## src/rtl/capture_ctrl_pkg.sv

```systemverilog
// shared constants, carrier type and edge decode for the capture edge controller
package capture_ctrl_pkg;

   // channel count and captured counter width
   localparam int CHANNELS = 8;
   localparam int COUNT_W = 16;
   localparam int NARROW_PA = 4;

   // register byte offsets on the apb bus
   localparam logic [11:0] OFS_EDGE_HIGH = 12'h000;
   localparam logic [11:0] OFS_EDGE_LOW = 12'h004;
   localparam logic [11:0] OFS_GUARD = 12'h008;
   localparam logic [11:0] OFS_STATUS = 12'h00c;
   localparam logic [11:0] OFS_CAPTURE = 12'h040;
   localparam logic [11:0] OFS_HOLD = 12'h060;

   // values after reset
   localparam logic [7:0] RST_EDGE = 8'h00;
   localparam logic [7:0] RST_GUARD = 8'h00;

   // edge field codes, high bit then low bit
   localparam logic [1:0] EDGE_OFF = 2'b00;
   localparam logic [1:0] EDGE_RISE = 2'b01;
   localparam logic [1:0] EDGE_FALL = 2'b10;
   localparam logic [1:0] EDGE_ANY = 2'b11;

   // one capture or holding slot: occupancy flag plus value
   typedef struct packed {
      logic full;
      logic [COUNT_W-1:0] value;
   } slot_s;

   // low bit arms rising edges, high bit arms falling edges
   function automatic logic edge_hit(input logic [1:0] sel, input logic prev, input logic cur);
      edge_hit = (sel[0] & ~prev & cur) | (sel[1] & prev & ~cur);
   endfunction

endpackage

```

## src/rtl/capture_edge_and_overwrite_ctrl.sv

```systemverilog
// apb register file, edge selection and overwrite guard for eight capture channels
`timescale 1ns/1ps
module capture_edge_and_overwrite_ctrl
   import capture_ctrl_pkg::*;
(
   input wire logic CLOCK,
   input wire logic SYS_RST,
   input wire logic PSEL,
   input wire logic PENABLE,
   input wire logic PWRITE,
   input wire logic [11:0] PADDR,
   input wire logic [31:0] PWDATA,
   input wire logic [3:0] PSTRB,
   output logic [31:0] PRDATA,
   output logic PREADY,
   output logic PSLVERR,
   input wire logic [CHANNELS-1:0] CAPTURE_PIN,
   input wire logic [COUNT_W-1:0] TIMER_COUNT,
   input wire logic LATCH_STROBE,
   output logic [NARROW_PA-1:0] NARROW_PA_EDGE,
   output logic WIDE_PA_EDGE
);

   logic [7:0] edge_control_high_channels;
   logic [7:0] edge_control_low_channels;
   logic [7:0] capture_overwrite_guard;
   logic ack;
   logic [CHANNELS-1:0] edge_seen;
   logic [CHANNELS-1:0] rd_cap;
   logic [CHANNELS-1:0] rd_hold;
   logic [CHANNELS-1:0] cap_full;
   logic [CHANNELS-1:0] hold_full;
   slot_s cap [CHANNELS];
   slot_s hold [CHANNELS];

   // apb phases: one wait state so read data and read side effects share an edge
   wire access = PSEL && PENABLE;
   wire first = access && !ack;
   wire done = access && ack;
   assign PREADY = ack;

   // address decode
   wire sel_high = PADDR == OFS_EDGE_HIGH;
   wire sel_low = PADDR == OFS_EDGE_LOW;
   wire sel_guard = PADDR == OFS_GUARD;
   wire sel_status = PADDR == OFS_STATUS;
   wire sel_cap = (PADDR[11:5] == OFS_CAPTURE[11:5]) && (PADDR[1:0] == 2'b00);
   wire sel_hold = (PADDR[11:5] == OFS_HOLD[11:5]) && (PADDR[1:0] == 2'b00);
   wire [2:0] slot_idx = PADDR[4:2];
   wire mapped = sel_high || sel_low || sel_guard || sel_status || sel_cap || sel_hold;
   assign PSLVERR = ack && !mapped;

   // writes land at the completing edge, byte lane 0 only
   wire wr_lane = done && PWRITE && PSTRB[0];
   wire wr_high = wr_lane && sel_high;
   wire wr_low = wr_lane && sel_low;
   wire wr_guard = wr_lane && sel_guard;
   wire rd_first = first && !PWRITE;

   // read mux; capture and holding words carry the full flag in bit 16
   wire slot_s cap_pick = cap[slot_idx];
   wire slot_s hold_pick = hold[slot_idx];
   wire [31:0] next_rdata =
      sel_high ? {24'h000000, edge_control_high_channels} :
      sel_low ? {24'h000000, edge_control_low_channels} :
      sel_guard ? {24'h000000, capture_overwrite_guard} :
      sel_status ? {16'h0000, hold_full, cap_full} :
      sel_cap ? {15'h0000, cap_pick} :
      sel_hold ? {15'h0000, hold_pick} : 32'h00000000;

   // bus handshake and read data flops
   always_ff @(posedge CLOCK) begin
      if (SYS_RST) begin
         ack <= 1'b0;
         PRDATA <= 32'h00000000;
      end else begin
         ack <= first;
         if (rd_first) begin
            PRDATA <= next_rdata;
         end
      end
   end

   // control registers, all zero after reset
   always_ff @(posedge CLOCK) begin
      if (SYS_RST) begin
         edge_control_high_channels <= RST_EDGE;
         edge_control_low_channels <= RST_EDGE;
         capture_overwrite_guard <= RST_GUARD;
      end else begin
         if (wr_high) begin
            edge_control_high_channels <= PWDATA[7:0];
         end
         if (wr_low) begin
            edge_control_low_channels <= PWDATA[7:0];
         end
         if (wr_guard) begin
            capture_overwrite_guard <= PWDATA[7:0];
         end
      end
   end

   // channel n takes bits 2n+1:2n of the joined edge fields
   wire [15:0] edge_fields = {edge_control_high_channels, edge_control_low_channels};

   // channels; the read that empties a slot is taken with its data
   genvar i;
   generate
      for (i = 0; i < CHANNELS; i++) begin : g_chan
         assign rd_cap[i] = rd_first && sel_cap && (slot_idx == 3'(i));
         assign rd_hold[i] = rd_first && sel_hold && (slot_idx == 3'(i));
         assign cap_full[i] = cap[i].full;
         assign hold_full[i] = hold[i].full;
         edge_capture_channel u_chan (
            .clk(CLOCK),
            .rst(SYS_RST),
            .pin(CAPTURE_PIN[i]),
            .sel(edge_fields[2*i +: 2]),
            .guard(capture_overwrite_guard[i]),
            .counter(TIMER_COUNT),
            .latch(LATCH_STROBE),
            .rd_cap(rd_cap[i]),
            .rd_hold(rd_hold[i]),
            .edge_seen(edge_seen[i]),
            .cap(cap[i]),
            .hold(hold[i])
         );
      end
   endgenerate

   // accumulator edges reuse the channel detectors, so they fire even when
   // a guarded channel refuses the capture itself
   assign NARROW_PA_EDGE = edge_seen[NARROW_PA-1:0];
   assign WIDE_PA_EDGE = edge_seen[0];
endmodule // capture_edge_and_overwrite_ctrl

```

## src/rtl/edge_capture_channel.sv

```systemverilog
// one input capture channel: pin synchroniser, edge detect, capture and holding slots
`timescale 1ns/1ps
module edge_capture_channel
   import capture_ctrl_pkg::*;
(
   input wire logic clk,
   input wire logic rst,
   input wire logic pin,
   input wire logic [1:0] sel,
   input wire logic guard,
   input wire logic [COUNT_W-1:0] counter,
   input wire logic latch,
   input wire logic rd_cap,
   input wire logic rd_hold,
   output logic edge_seen,
   output slot_s cap,
   output slot_s hold
);

   logic s1;
   logic s2;
   logic s3;
   slot_s next_cap;
   slot_s next_hold;

   // two flops against metastability, a third for the previous level
   always_ff @(posedge clk) begin
      if (rst) begin
         s1 <= 1'b0;
         s2 <= 1'b0;
         s3 <= 1'b0;
      end else begin
         s1 <= pin;
         s2 <= s1;
         s3 <= s2;
      end
   end

   // edge decode and slot update conditions
   assign edge_seen = edge_hit(sel, s3, s2);
   wire cap_write = edge_seen && (!guard || !cap.full);
   wire xfer = latch && cap.full && (!guard || !hold.full);

   // a capture in the same cycle as a read keeps the slot full
   assign next_cap.full = cap_write ? 1'b1 : ((rd_cap || xfer) ? 1'b0 : cap.full);
   assign next_cap.value = cap_write ? counter : cap.value;
   assign next_hold.full = xfer ? 1'b1 : (rd_hold ? 1'b0 : hold.full);
   assign next_hold.value = xfer ? cap.value : hold.value;

   // slot registers
   always_ff @(posedge clk) begin
      if (rst) begin
         cap <= '0;
         hold <= '0;
      end else begin
         cap <= next_cap;
         hold <= next_hold;
      end
   end
endmodule // edge_capture_channel

```

## config.mk

```make
export PLATFORM = sky130hd
export DESIGN_NAME = capture_edge_and_overwrite_ctrl
export DESIGN_NICKNAME = d
export VERILOG_FILES = /design/src/rtl/capture_ctrl_pkg.sv /design/src/rtl/capture_edge_and_overwrite_ctrl.sv /design/src/rtl/edge_capture_channel.sv
export SDC_FILE = /design/constraint.sdc
export NUM_CORES = 1
export LEC_CHECK = 0
export ABC_AREA = 1
export BUFFER_PORTS_ARGS = -buffer_cell sky130_fd_sc_hd__buf_2
export CAP_MARGIN = 20
export CORE_MARGIN = 5
export CORE_UTILIZATION = 60
export DETAILED_ROUTE_END_ITERATION = 8
export PLACE_DENSITY = 0.84
export RECOVER_POWER = 50
export SYNTH_ARGS = -nofsm -noshare
export SYNTH_HDL_FRONTEND = slang
export SYNTH_SLANG_ARGS = --single-unit
```

## constraint.sdc

```tcl
create_clock -name CLOCK -period 1.85 [get_ports CLOCK]
set_input_delay 0.37 -clock CLOCK [delete_from_list [all_inputs] [get_ports CLOCK]]
set_output_delay 0.37 -clock CLOCK [all_outputs]
set_load 0.03 [all_outputs]
```

==> impl_results.html, run 1 <==
<table>
<tr><th>Metric</th><th>Value</th></tr>
<tr><th colspan="2">Drt</th></tr>
<tr><td>Detailed router's first-iteration violation count</td><td>2008</td></tr>
<tr><td>Average wire length per cell after detail routing</td><td>19.0 um</td></tr>
<tr><td>Vias</td><td>14900</td></tr>
<tr><td>Final Routed Wirelength</td><td>48700 um</td></tr>
<tr><td>Drc violations</td><td>0</td></tr>
<tr><td>DR vias/cell</td><td>between 5 and 6</td></tr>
<tr><td>Total iterations of the first detailed-routing run</td><td>6</td></tr>
<tr><td>Antenna viol nets, final</td><td>0</td></tr>
<tr><th colspan="2">Status</th></tr>
<tr><td>Run status</td><td>completed</td></tr>
<tr><th colspan="2">Synth</th></tr>
<tr><td>Average cell area after synthesis</td><td>6.99 um^2</td></tr>
<tr><td>Flops &amp; latches, synth</td><td>338</td></tr>
<tr><td>Prevailing post-synth register cell</td><td>dfxtp_1</td></tr>
<tr><td>Ys async rst share</td><td>0</td></tr>
<tr><td>Cell types occupying the most area after synthesis</td><td>dfxtp_1 (46%), nor2_1 (12%), o21ai_0 (12%)</td></tr>
<tr><td>Syn Inst Count</td><td>2099</td></tr>
<tr><td>Most used standard cell by instance count after synthesis</td><td>nor2_1</td></tr>
<tr><td>Part of the Yosys area used for sequential elements</td><td>0.461</td></tr>
<tr><td>Synth unique cells</td><td>39</td></tr>
<tr><td>Cell accounting for the most synthesized area</td><td>dfxtp_1</td></tr>
<tr><td>Fraction of synthesized cell area taken by the top area cell type</td><td>0.461</td></tr>
<tr><td>Number of synthesized flops with an enable pin</td><td>0</td></tr>
<tr><td>Post-synth top cells</td><td>nor2_1 (458), dfxtp_1 (338), o21ai_0 (338), nand2_1 (319), a21oi_1 (151)</td></tr>
<tr><td>Synth warnings</td><td>0</td></tr>
<tr><td>Mapped cell area</td><td>14700 um^2</td></tr>
<tr><th colspan="2">Floorplanning</th></tr>
<tr><td>Floorplan row count</td><td>57</td></tr>
<tr><td>Initial Util</td><td>0.607</td></tr>
<tr><td>Chip Width</td><td>166 um</td></tr>
<tr><td>Die height</td><td>166 um</td></tr>
<tr><td>Core outline area</td><td>24200 um^2</td></tr>
<tr><td>Area of the die</td><td>27700 um^2</td></tr>
<tr><td>Top-level I/O count</td><td>between 100 and 150</td></tr>
<tr><th colspan="2">STA</th></tr>
<tr><td>Transition time at the pin with the least slew margin</td><td>approximately 1.4 ns</td></tr>
<tr><td>Fmax</td><td>545 MHz</td></tr>
<tr><td>Number of endpoints with negative hold slack in the final report</td><td>0</td></tr>
<tr><td>Setup-violating endpoint count in the final report</td><td>0</td></tr>
<tr><td>Final critical delay including setup and external delays</td><td>1.84 ns</td></tr>
<tr><td>Hold Slack</td><td>0.0597 ns</td></tr>
<tr><td>Final Slew Violations</td><td>0</td></tr>
<tr><td>Worst-case clock skew</td><td>0.0118 ns</td></tr>
<tr><td>Period utilisation layout</td><td>0.992</td></tr>
<tr><td>Headroom to the max-slew limit</td><td>0.0877</td></tr>
<tr><td>Setup slack of the critical path after layout</td><td>0.0140 ns</td></tr>
<tr><th colspan="2">Cells and area</th></tr>
<tr><td>Layout overhead on the synthesized area</td><td>18.1%</td></tr>
<tr><td>Fillers</td><td>1888</td></tr>
<tr><td>Share of layout cells above drive strength 1</td><td>0.134</td></tr>
<tr><td>Final design area excluding fillers</td><td>17300 um^2</td></tr>
<tr><td>Final instance count without filler cells</td><td>2559</td></tr>
<tr><td>Multi-input logic area</td><td>6770 um^2</td></tr>
<tr><td>Antenna diodes</td><td>0</td></tr>
<tr><td>Nets@finish</td><td>roughly 2300</td></tr>
<tr><td>Final core utilization</td><td>0.716</td></tr>
<tr><td>Register cell area after layout</td><td>6770 um^2</td></tr>
<tr><th colspan="2">Placed design</th></tr>
<tr><td>Number of port buffers</td><td>74</td></tr>
<tr><td>Final Wtd Congestion</td><td>around 1</td></tr>
<tr><td>Placed cell count</td><td>2497</td></tr>
<tr><td>Detail Placement HPWL</td><td>33600 um</td></tr>
<tr><td>Placed inst area</td><td>16100 um^2</td></tr>
<tr><td>Worst setup timing slack at the placement stage</td><td>-0.217 ns</td></tr>
<tr><th colspan="2">Global routing</th></tr>
<tr><td>Pin count of the biggest net entering global routing</td><td>65</td></tr>
<tr><td>Total global-route track usage</td><td>0.334</td></tr>
<tr><td>Via count of the first global-routing pass</td><td>14000</td></tr>
<tr><td>GRT Residual Overflow</td><td>0</td></tr>
<tr><td>Global-route wire length before repair</td><td>75500 um</td></tr>
<tr><td>Initial antenna violation count</td><td>2</td></tr>
<tr><th colspan="2">Flow run</th></tr>
<tr><td>Number of maximum-capacitance constraint violations</td><td>0</td></tr>
<tr><th colspan="2">Hold path</th></tr>
<tr><td>Classification of the worst-slack hold path</td><td>in -&gt; reg</td></tr>
<tr><th colspan="2">Power</th></tr>
<tr><td>Static Leakage</td><td>7.01 nW</td></tr>
<tr><td>Max rail drop VDD</td><td>about 0.8 mV</td></tr>
<tr><td>Power density over cell area</td><td>936 nW/um^2</td></tr>
<tr><th colspan="2">Clock tree</th></tr>
<tr><td>TritonCTS buffer count</td><td>35</td></tr>
<tr><td>TritonCTS clock tree</td><td>yes</td></tr>
<tr><td>CTS H-Tree Depth</td><td>2</td></tr>
<tr><td>Clock net sink count</td><td>338</td></tr>
<tr><td>Later-pin clock latency in the skew report</td><td>0.51 ns</td></tr>
<tr><td>Clock Pin Slew Worst Setup and Hold Paths</td><td>0.06 ns</td></tr>
<tr><td>Post-CTS Hold Fix Bufs</td><td>0</td></tr>
<tr><td>Worst-case clock buffer depth</td><td>3</td></tr>
<tr><td>Cell chosen for the clock root</td><td>clkbuf_16</td></tr>
<tr><th colspan="2">Worst setup path</th></tr>
<tr><td>Critical path launch point type</td><td>input pin</td></tr>
<tr><td>Capturing element type of the critical path</td><td>output pin</td></tr>
<tr><td>Largest fanout of any net on the critical path</td><td>7</td></tr>
<tr><td>Required time at the endpoint of the critical path</td><td>between 1 and 1.5 ns</td></tr>
<tr><td>Path type of the worst setup path</td><td>in -&gt; out</td></tr>
<tr><td>WP data arrival</td><td>1.47 ns</td></tr>
</table>
-- per-layer routing --
layer / global-route usage / vias up / part of all wire / wire, um
met2: 0.547 / 909 / 0.46 / 22400
met4: 0.140 / 0 / 0.042 / 2070
met5: 0 / - / 0 / 0
li1: - / 7023 / - / -
met1: 0.439 / 6845 / 0.38 / 18700
met3: 0.0597 / 171 / 0.11 / 5570
-- cell usage in the layout, fill, tap and decap left out, types with 2 or more instances in the layout --
master      instances
nor2_1            453
dfxtp_1           337
o21ai_0           337
nand2_1           318
a21oi_1           151
inv_1             137
buf_4              99
nand3_1            65
buf_2              51
clkbuf_16          37
clkbuf_1           32
o22ai_1            26
buf_12             23
or2_2              22
conb_1             15
nand4_1            12
nor2_2             12
o2111ai_1          12
o211ai_1           10
nand2_2             6
nor3_1              6
inv_2               6
clkbuf_8            6
o221ai_1            5
clkinv_2            5
clkbuf_2            5
a22oi_1             4
buf_6               4
o21ai_1             3
o31ai_4             3
nand3_2             3
nor3_2              3
clkinv_1            3
nand3b_1            3
bufinv_16           3
nor2_4              2
inv_6               2
a31oi_1             2
clkinvlp_4          2
-- sequential cells by signal (all words and copies together) (netlist names) --
signal                      flops
g_chan.u_chan.cap             136
g_chan.u_chan.s3                8
capture_overwrite_guard         8
PRDATA                         17
g_chan.u_chan.hold            136
PREADY                          1
edge_control_low_channels       8
g_chan.u_chan.s1                8
g_chan.u_chan.s2                8
edge_control_high_channels      8
-- path summary, 6_finish.rpt --
kind	from	endpoint	slack (ns)	cells past startpoint
setup / recovery	PADDR[1]	PSLVERR	0.01	8
hold / removal	CAPTURE_PIN[4]	g_chan[4].u_chan.s1	0.06	3
setup reg to reg	g_chan[3].u_chan.cap[16]	g_chan[3].u_chan.hold[8]	0.11	5
hold reg to reg	g_chan[4].u_chan.s1	g_chan[4].u_chan.s2	0.40	2
-- area by class of cell --
class / instances / area share
well taps: 324 / 0.0234
multi-input cells: 1480 / 0.391
repair buffers: 208 / 0.0944
clock buffers: 50 / 0.0597
clock inverters: 10 / 0.00773
inverters: 149 / 0.0328
flip-flops and latches: 338 / 0.391
-- power breakdown --
group	internal, W	switching (W)
Sequential	0.00744	0.0000987
Clock	0.00431	0.00289
Combinational	0.000501	0.000964
Total	0.0123	0.00396
-- stage by stage --
stage | total power (W) | setup TNS (ns)
2_1_floorplan | 0.00852 | -0.0155
3_3_place_gp | 0.00905 | -5.64
3_5_place_dp | 0.00908 | -8.38
4_1_cts | 0.0161 | 0
5_1_grt | 0.0167 | -0.0247
6_report | 0.0162 | 0
-- cells by family after synthesis --
kind of cell,synth area share
mux,0.000682
other cells,0.000256
flops,0.461
simple gates,0.251
buf+inv,0.0877
compound gates,0.199
-- what timing repair did --
action                     in CTS  in global routing
buffers inserted                2                  0
pin swaps                       0                  2
setup endpoints to repair       4                  6
gates cloned                    0                  0
resized for setup               7                 25
-- critical path: stages --
cell and delay, ns:
buf_2 0.08, nor2_2 0.04, inv_2 0.16, nor3_1 0.09, buf_4 0.16, nor4b_4 0.27, buf_4 0.17, buf_6 0.13
Note: power is estimated with default switching activity, not from simulation.
==> inputs of run 2 (changes only) <==
--- a/config.mk
+++ b/config.mk
@@ -12,7 +12,7 @@
 export CORE_UTILIZATION = 60
 export DETAILED_ROUTE_END_ITERATION = 8
 export PLACE_DENSITY = 0.84
-export RECOVER_POWER = 50
+export RECOVER_POWER = 100
 export SYNTH_ARGS = -nofsm -noshare
 export SYNTH_HDL_FRONTEND = slang
 export SYNTH_SLANG_ARGS = --single-unit
==> run 2 against run 1 <==
Global-route usage is the same. Highest routed layer unchanged. Sequential share of layout area is the same. Via count is the same. Total power is the same. Register-to-register slack is essentially flat. Critical path depth is the same. Combinational power is essentially flat. Utilization is the same. Fmax is the same. Worst hold slack is the same.
==> impl_results.html, run 2 (same netlist as run 1, synthesis figures left out) <==
<table>
<tr><th>Metric</th><th>Value</th></tr>
<tr><th colspan="2">Status</th></tr>
<tr><td>Run status</td><td>completed</td></tr>
<tr><th colspan="2">Worst setup path</th></tr>
<tr><td>Capturing element type of the critical path</td><td>output pin</td></tr>
<tr><td>Family of cells with the greatest summed delay on the critical path</td><td>buffers and inverters</td></tr>
<tr><td>Largest fanout of any net on the critical path</td><td>7 (unchanged)</td></tr>
<tr><td>Critical path launch point type</td><td>input pin</td></tr>
<tr><td>Maximum single-stage delay on the critical path</td><td>0.27 ns (about the same)</td></tr>
<tr><td>Combined buffer and inverter count along the critical path</td><td>5 (unchanged)</td></tr>
<tr><td>Worst-path cell chain</td><td>buf_2 -&gt; nor2_2 -&gt; inv_2 -&gt; nor3_1 -&gt; buf_4 -&gt; nor4b_4 -&gt; buf_4 -&gt; buf_6</td></tr>
<tr><td>Most frequent CP cell</td><td>buf_4</td></tr>
<tr><td>WP data arrival</td><td>1.47 ns (about the same)</td></tr>
<tr><td>Required time at the endpoint of the critical path</td><td>1.48 ns (about the same)</td></tr>
<tr><td>Path type of the worst setup path</td><td>in -&gt; out</td></tr>
<tr><td>Slowest cell on crit path</td><td>nor4b_4</td></tr>
<tr><th colspan="2">Global routing</th></tr>
<tr><td>Initial antenna violation count</td><td>2 (unchanged)</td></tr>
<tr><td>Via count of the first global-routing pass</td><td>14000 (unchanged)</td></tr>
<tr><td>Total global-route track usage</td><td>0.334 (unchanged)</td></tr>
<tr><td>Global-route wire length before repair</td><td>75500 um (unchanged)</td></tr>
<tr><td>GRT Residual Overflow</td><td>0 (unchanged)</td></tr>
<tr><td>Pin count of the biggest net entering global routing</td><td>65 (unchanged)</td></tr>
<tr><th colspan="2">Drt</th></tr>
<tr><td>Final Routed Wirelength</td><td>48700 um (about the same)</td></tr>
<tr><td>Average wire length per cell after detail routing</td><td>19.0 um (about the same)</td></tr>
<tr><td>Vias</td><td>14900 (unchanged)</td></tr>
<tr><td>Total iterations of the first detailed-routing run</td><td>6 (unchanged)</td></tr>
<tr><td>Detailed router's first-iteration violation count</td><td>2008 (unchanged)</td></tr>
<tr><td>Antenna viol nets, final</td><td>0 (unchanged)</td></tr>
<tr><td>DR vias/cell</td><td>5.84 (unchanged)</td></tr>
<tr><td>Drc violations</td><td>0 (unchanged)</td></tr>
<tr><th colspan="2">Floorplanning</th></tr>
<tr><td>Floorplan row count</td><td>57 (unchanged)</td></tr>
<tr><td>Top-level I/O count</td><td>117 (unchanged)</td></tr>
<tr><td>Die height</td><td>166 um (unchanged)</td></tr>
<tr><td>Core outline area</td><td>24200 um^2 (unchanged)</td></tr>
<tr><td>Area of the die</td><td>27700 um^2 (unchanged)</td></tr>
<tr><td>Initial Util</td><td>0.607 (unchanged)</td></tr>
<tr><td>Chip Width</td><td>166 um (unchanged)</td></tr>
<tr><th colspan="2">Clock tree</th></tr>
<tr><td>TritonCTS clock tree</td><td>yes</td></tr>
<tr><td>Clock net sink count</td><td>338 (unchanged)</td></tr>
<tr><td>Post-CTS Hold Fix Bufs</td><td>0 (unchanged)</td></tr>
<tr><td>Worst-case clock buffer depth</td><td>3 (unchanged)</td></tr>
<tr><td>Cell chosen for the clock root</td><td>clkbuf_16</td></tr>
<tr><td>Clock Pin Slew Worst Setup and Hold Paths</td><td>0.06 ns (about the same)</td></tr>
<tr><td>TritonCTS buffer count</td><td>35 (unchanged)</td></tr>
<tr><td>CTS H-Tree Depth</td><td>2 (unchanged)</td></tr>
<tr><td>Later-pin clock latency in the skew report</td><td>0.51 ns (about the same)</td></tr>
<tr><th colspan="2">Cells and area</th></tr>
<tr><td>Commonest cells after routing, fill and taps aside</td><td>nor2_1 (453), dfxtp_1 (337), o21ai_0 (337)</td></tr>
<tr><td>Share of layout cells above drive strength 1</td><td>0.134 (unchanged)</td></tr>
<tr><td>Antenna diodes</td><td>0 (unchanged)</td></tr>
<tr><td>Commonest non-fill, non-tap cell in the layout</td><td>nor2_1</td></tr>
<tr><td>Fillers</td><td>1888 (unchanged)</td></tr>
<tr><td>Nets@finish</td><td>2290 (unchanged)</td></tr>
<tr><td>Top flop regs</td><td>g_chan.u_chan.cap (136), g_chan.u_chan.hold (136), PRDATA (17)</td></tr>
<tr><td>Layout overhead on the synthesized area</td><td>18.1% (unchanged)</td></tr>
<tr><td>Final design area excluding fillers</td><td>17300 um^2 (unchanged)</td></tr>
<tr><th colspan="2">Placed design</th></tr>
<tr><td>Final Wtd Congestion</td><td>0.998 (unchanged)</td></tr>
<tr><td>Placed inst area</td><td>16100 um^2 (unchanged)</td></tr>
<tr><td>Detail Placement HPWL</td><td>33600 um (unchanged)</td></tr>
<tr><td>Number of port buffers</td><td>74 (unchanged)</td></tr>
<tr><th colspan="2">STA</th></tr>
<tr><td>Worst-case clock skew</td><td>0.0118 ns (unchanged)</td></tr>
<tr><td>Period utilisation layout</td><td>0.992 (unchanged)</td></tr>
<tr><td>Final Slew Violations</td><td>0 (unchanged)</td></tr>
<tr><td>Fmax</td><td>545 MHz (unchanged)</td></tr>
<tr><td>Final critical delay including setup and external delays</td><td>1.84 ns (unchanged)</td></tr>
<tr><td>Hold Slack</td><td>0.0597 ns (unchanged)</td></tr>
<tr><td>Setup-violating endpoint count in the final report</td><td>0 (unchanged)</td></tr>
<tr><td>Transition time at the pin with the least slew margin</td><td>1.37 ns (unchanged)</td></tr>
<tr><td>Headroom to the max-slew limit</td><td>0.0877 (unchanged)</td></tr>
<tr><td>Number of endpoints with negative hold slack in the final report</td><td>0 (unchanged)</td></tr>
<tr><th colspan="2">Power</th></tr>
<tr><td>Power density over cell area</td><td>936 nW/um^2 (unchanged)</td></tr>
<tr><td>Max rail drop VDD</td><td>0.815 mV (unchanged)</td></tr>
<tr><td>Static Leakage</td><td>7.01 nW (unchanged)</td></tr>
<tr><th colspan="2">Flow run</th></tr>
<tr><td>Number of maximum-capacitance constraint violations</td><td>0 (unchanged)</td></tr>
<tr><th colspan="2">Hold path</th></tr>
<tr><td>Classification of the worst-slack hold path</td><td>in -&gt; reg</td></tr>
</table>
## run 2: cell counts in the layout (fill, tap and decap cells not counted)
Identical to the previous run, type by type.
## run 2: per-stage QoR
step                setup WS, ns  TNS [ns]  cells   util  total power [W]
global route             -0.0189   -0.0247   2559  0.716           0.0167
global placement          -0.199     -5.64   2497  0.667          0.00905
finish                    0.0140         0   2559  0.716           0.0162
detailed placement        -0.217     -8.38   2497  0.667          0.00908
floorplan                -0.0155   -0.0155   2113      -          0.00852
CTS                     0.000463         0   2559  0.717           0.0161
## run 2: worst register-to-register path: stages (launching register included)
cell      delay, ns
dfxtp_1        0.42
nand3_1        0.18
inv_1          0.14
clkbuf_1       0.69
nor2_1         0.12
nor2_1         0.13
## run 2: repair_timing
action,CTS,global route
resized for setup,7,25
pin swaps,0,2
setup buffers,2,0
setup endpoints to repair,4,6
## run 2: final cells by class
| class | instances | area (um^2) | share of cell area |
|---|---|---|---|
| Clock inverter | 10 | 134 | 0.00773 |
| Inverter | 149 | 568 | 0.0328 |
| Sequential cell | 338 | 6770 | 0.391 |
| Timing Repair Buffer | 208 | 1640 | 0.0944 |
| Multi-Input combinational cell | 1480 | 6770 | 0.391 |
| Clock buffer | 50 | 1030 | 0.0597 |
| Tap cell | 324 | 405 | 0.0234 |
## run 2: path summary, 6_finish.rpt
path                                    to                startpoint  depth (start not counted)  slack [ns]
hold / removal         g_chan[4].u_chan.s1            CAPTURE_PIN[4]                          3        0.06
setup reg to reg  g_chan[3].u_chan.hold[8]  g_chan[3].u_chan.cap[16]                          5        0.11
hold reg to reg        g_chan[4].u_chan.s2       g_chan[4].u_chan.s1                          2        0.40
setup / recovery                   PSLVERR                  PADDR[1]                          8        0.01
## run 2: layer usage
layer,wire (um),vias to the layer above,global-route usage,share of wire
li1,-,7023,-,-
met2,22400,909,0.547,0.46
met4,2070,0,0.140,0.042
met3,5570,171,0.0597,0.11
met1,18700,6845,0.439,0.38
met5,0,-,0,0
## run 2: power breakdown
| part | switching, W | total [W] | internal (W) |
|---|---|---|---|
| sequential | 0.0000987 | 0.00754 | 0.00744 |
| clock | 0.00289 | 0.00721 | 0.00431 |
| combinational | 0.000964 | 0.00147 | 0.000501 |
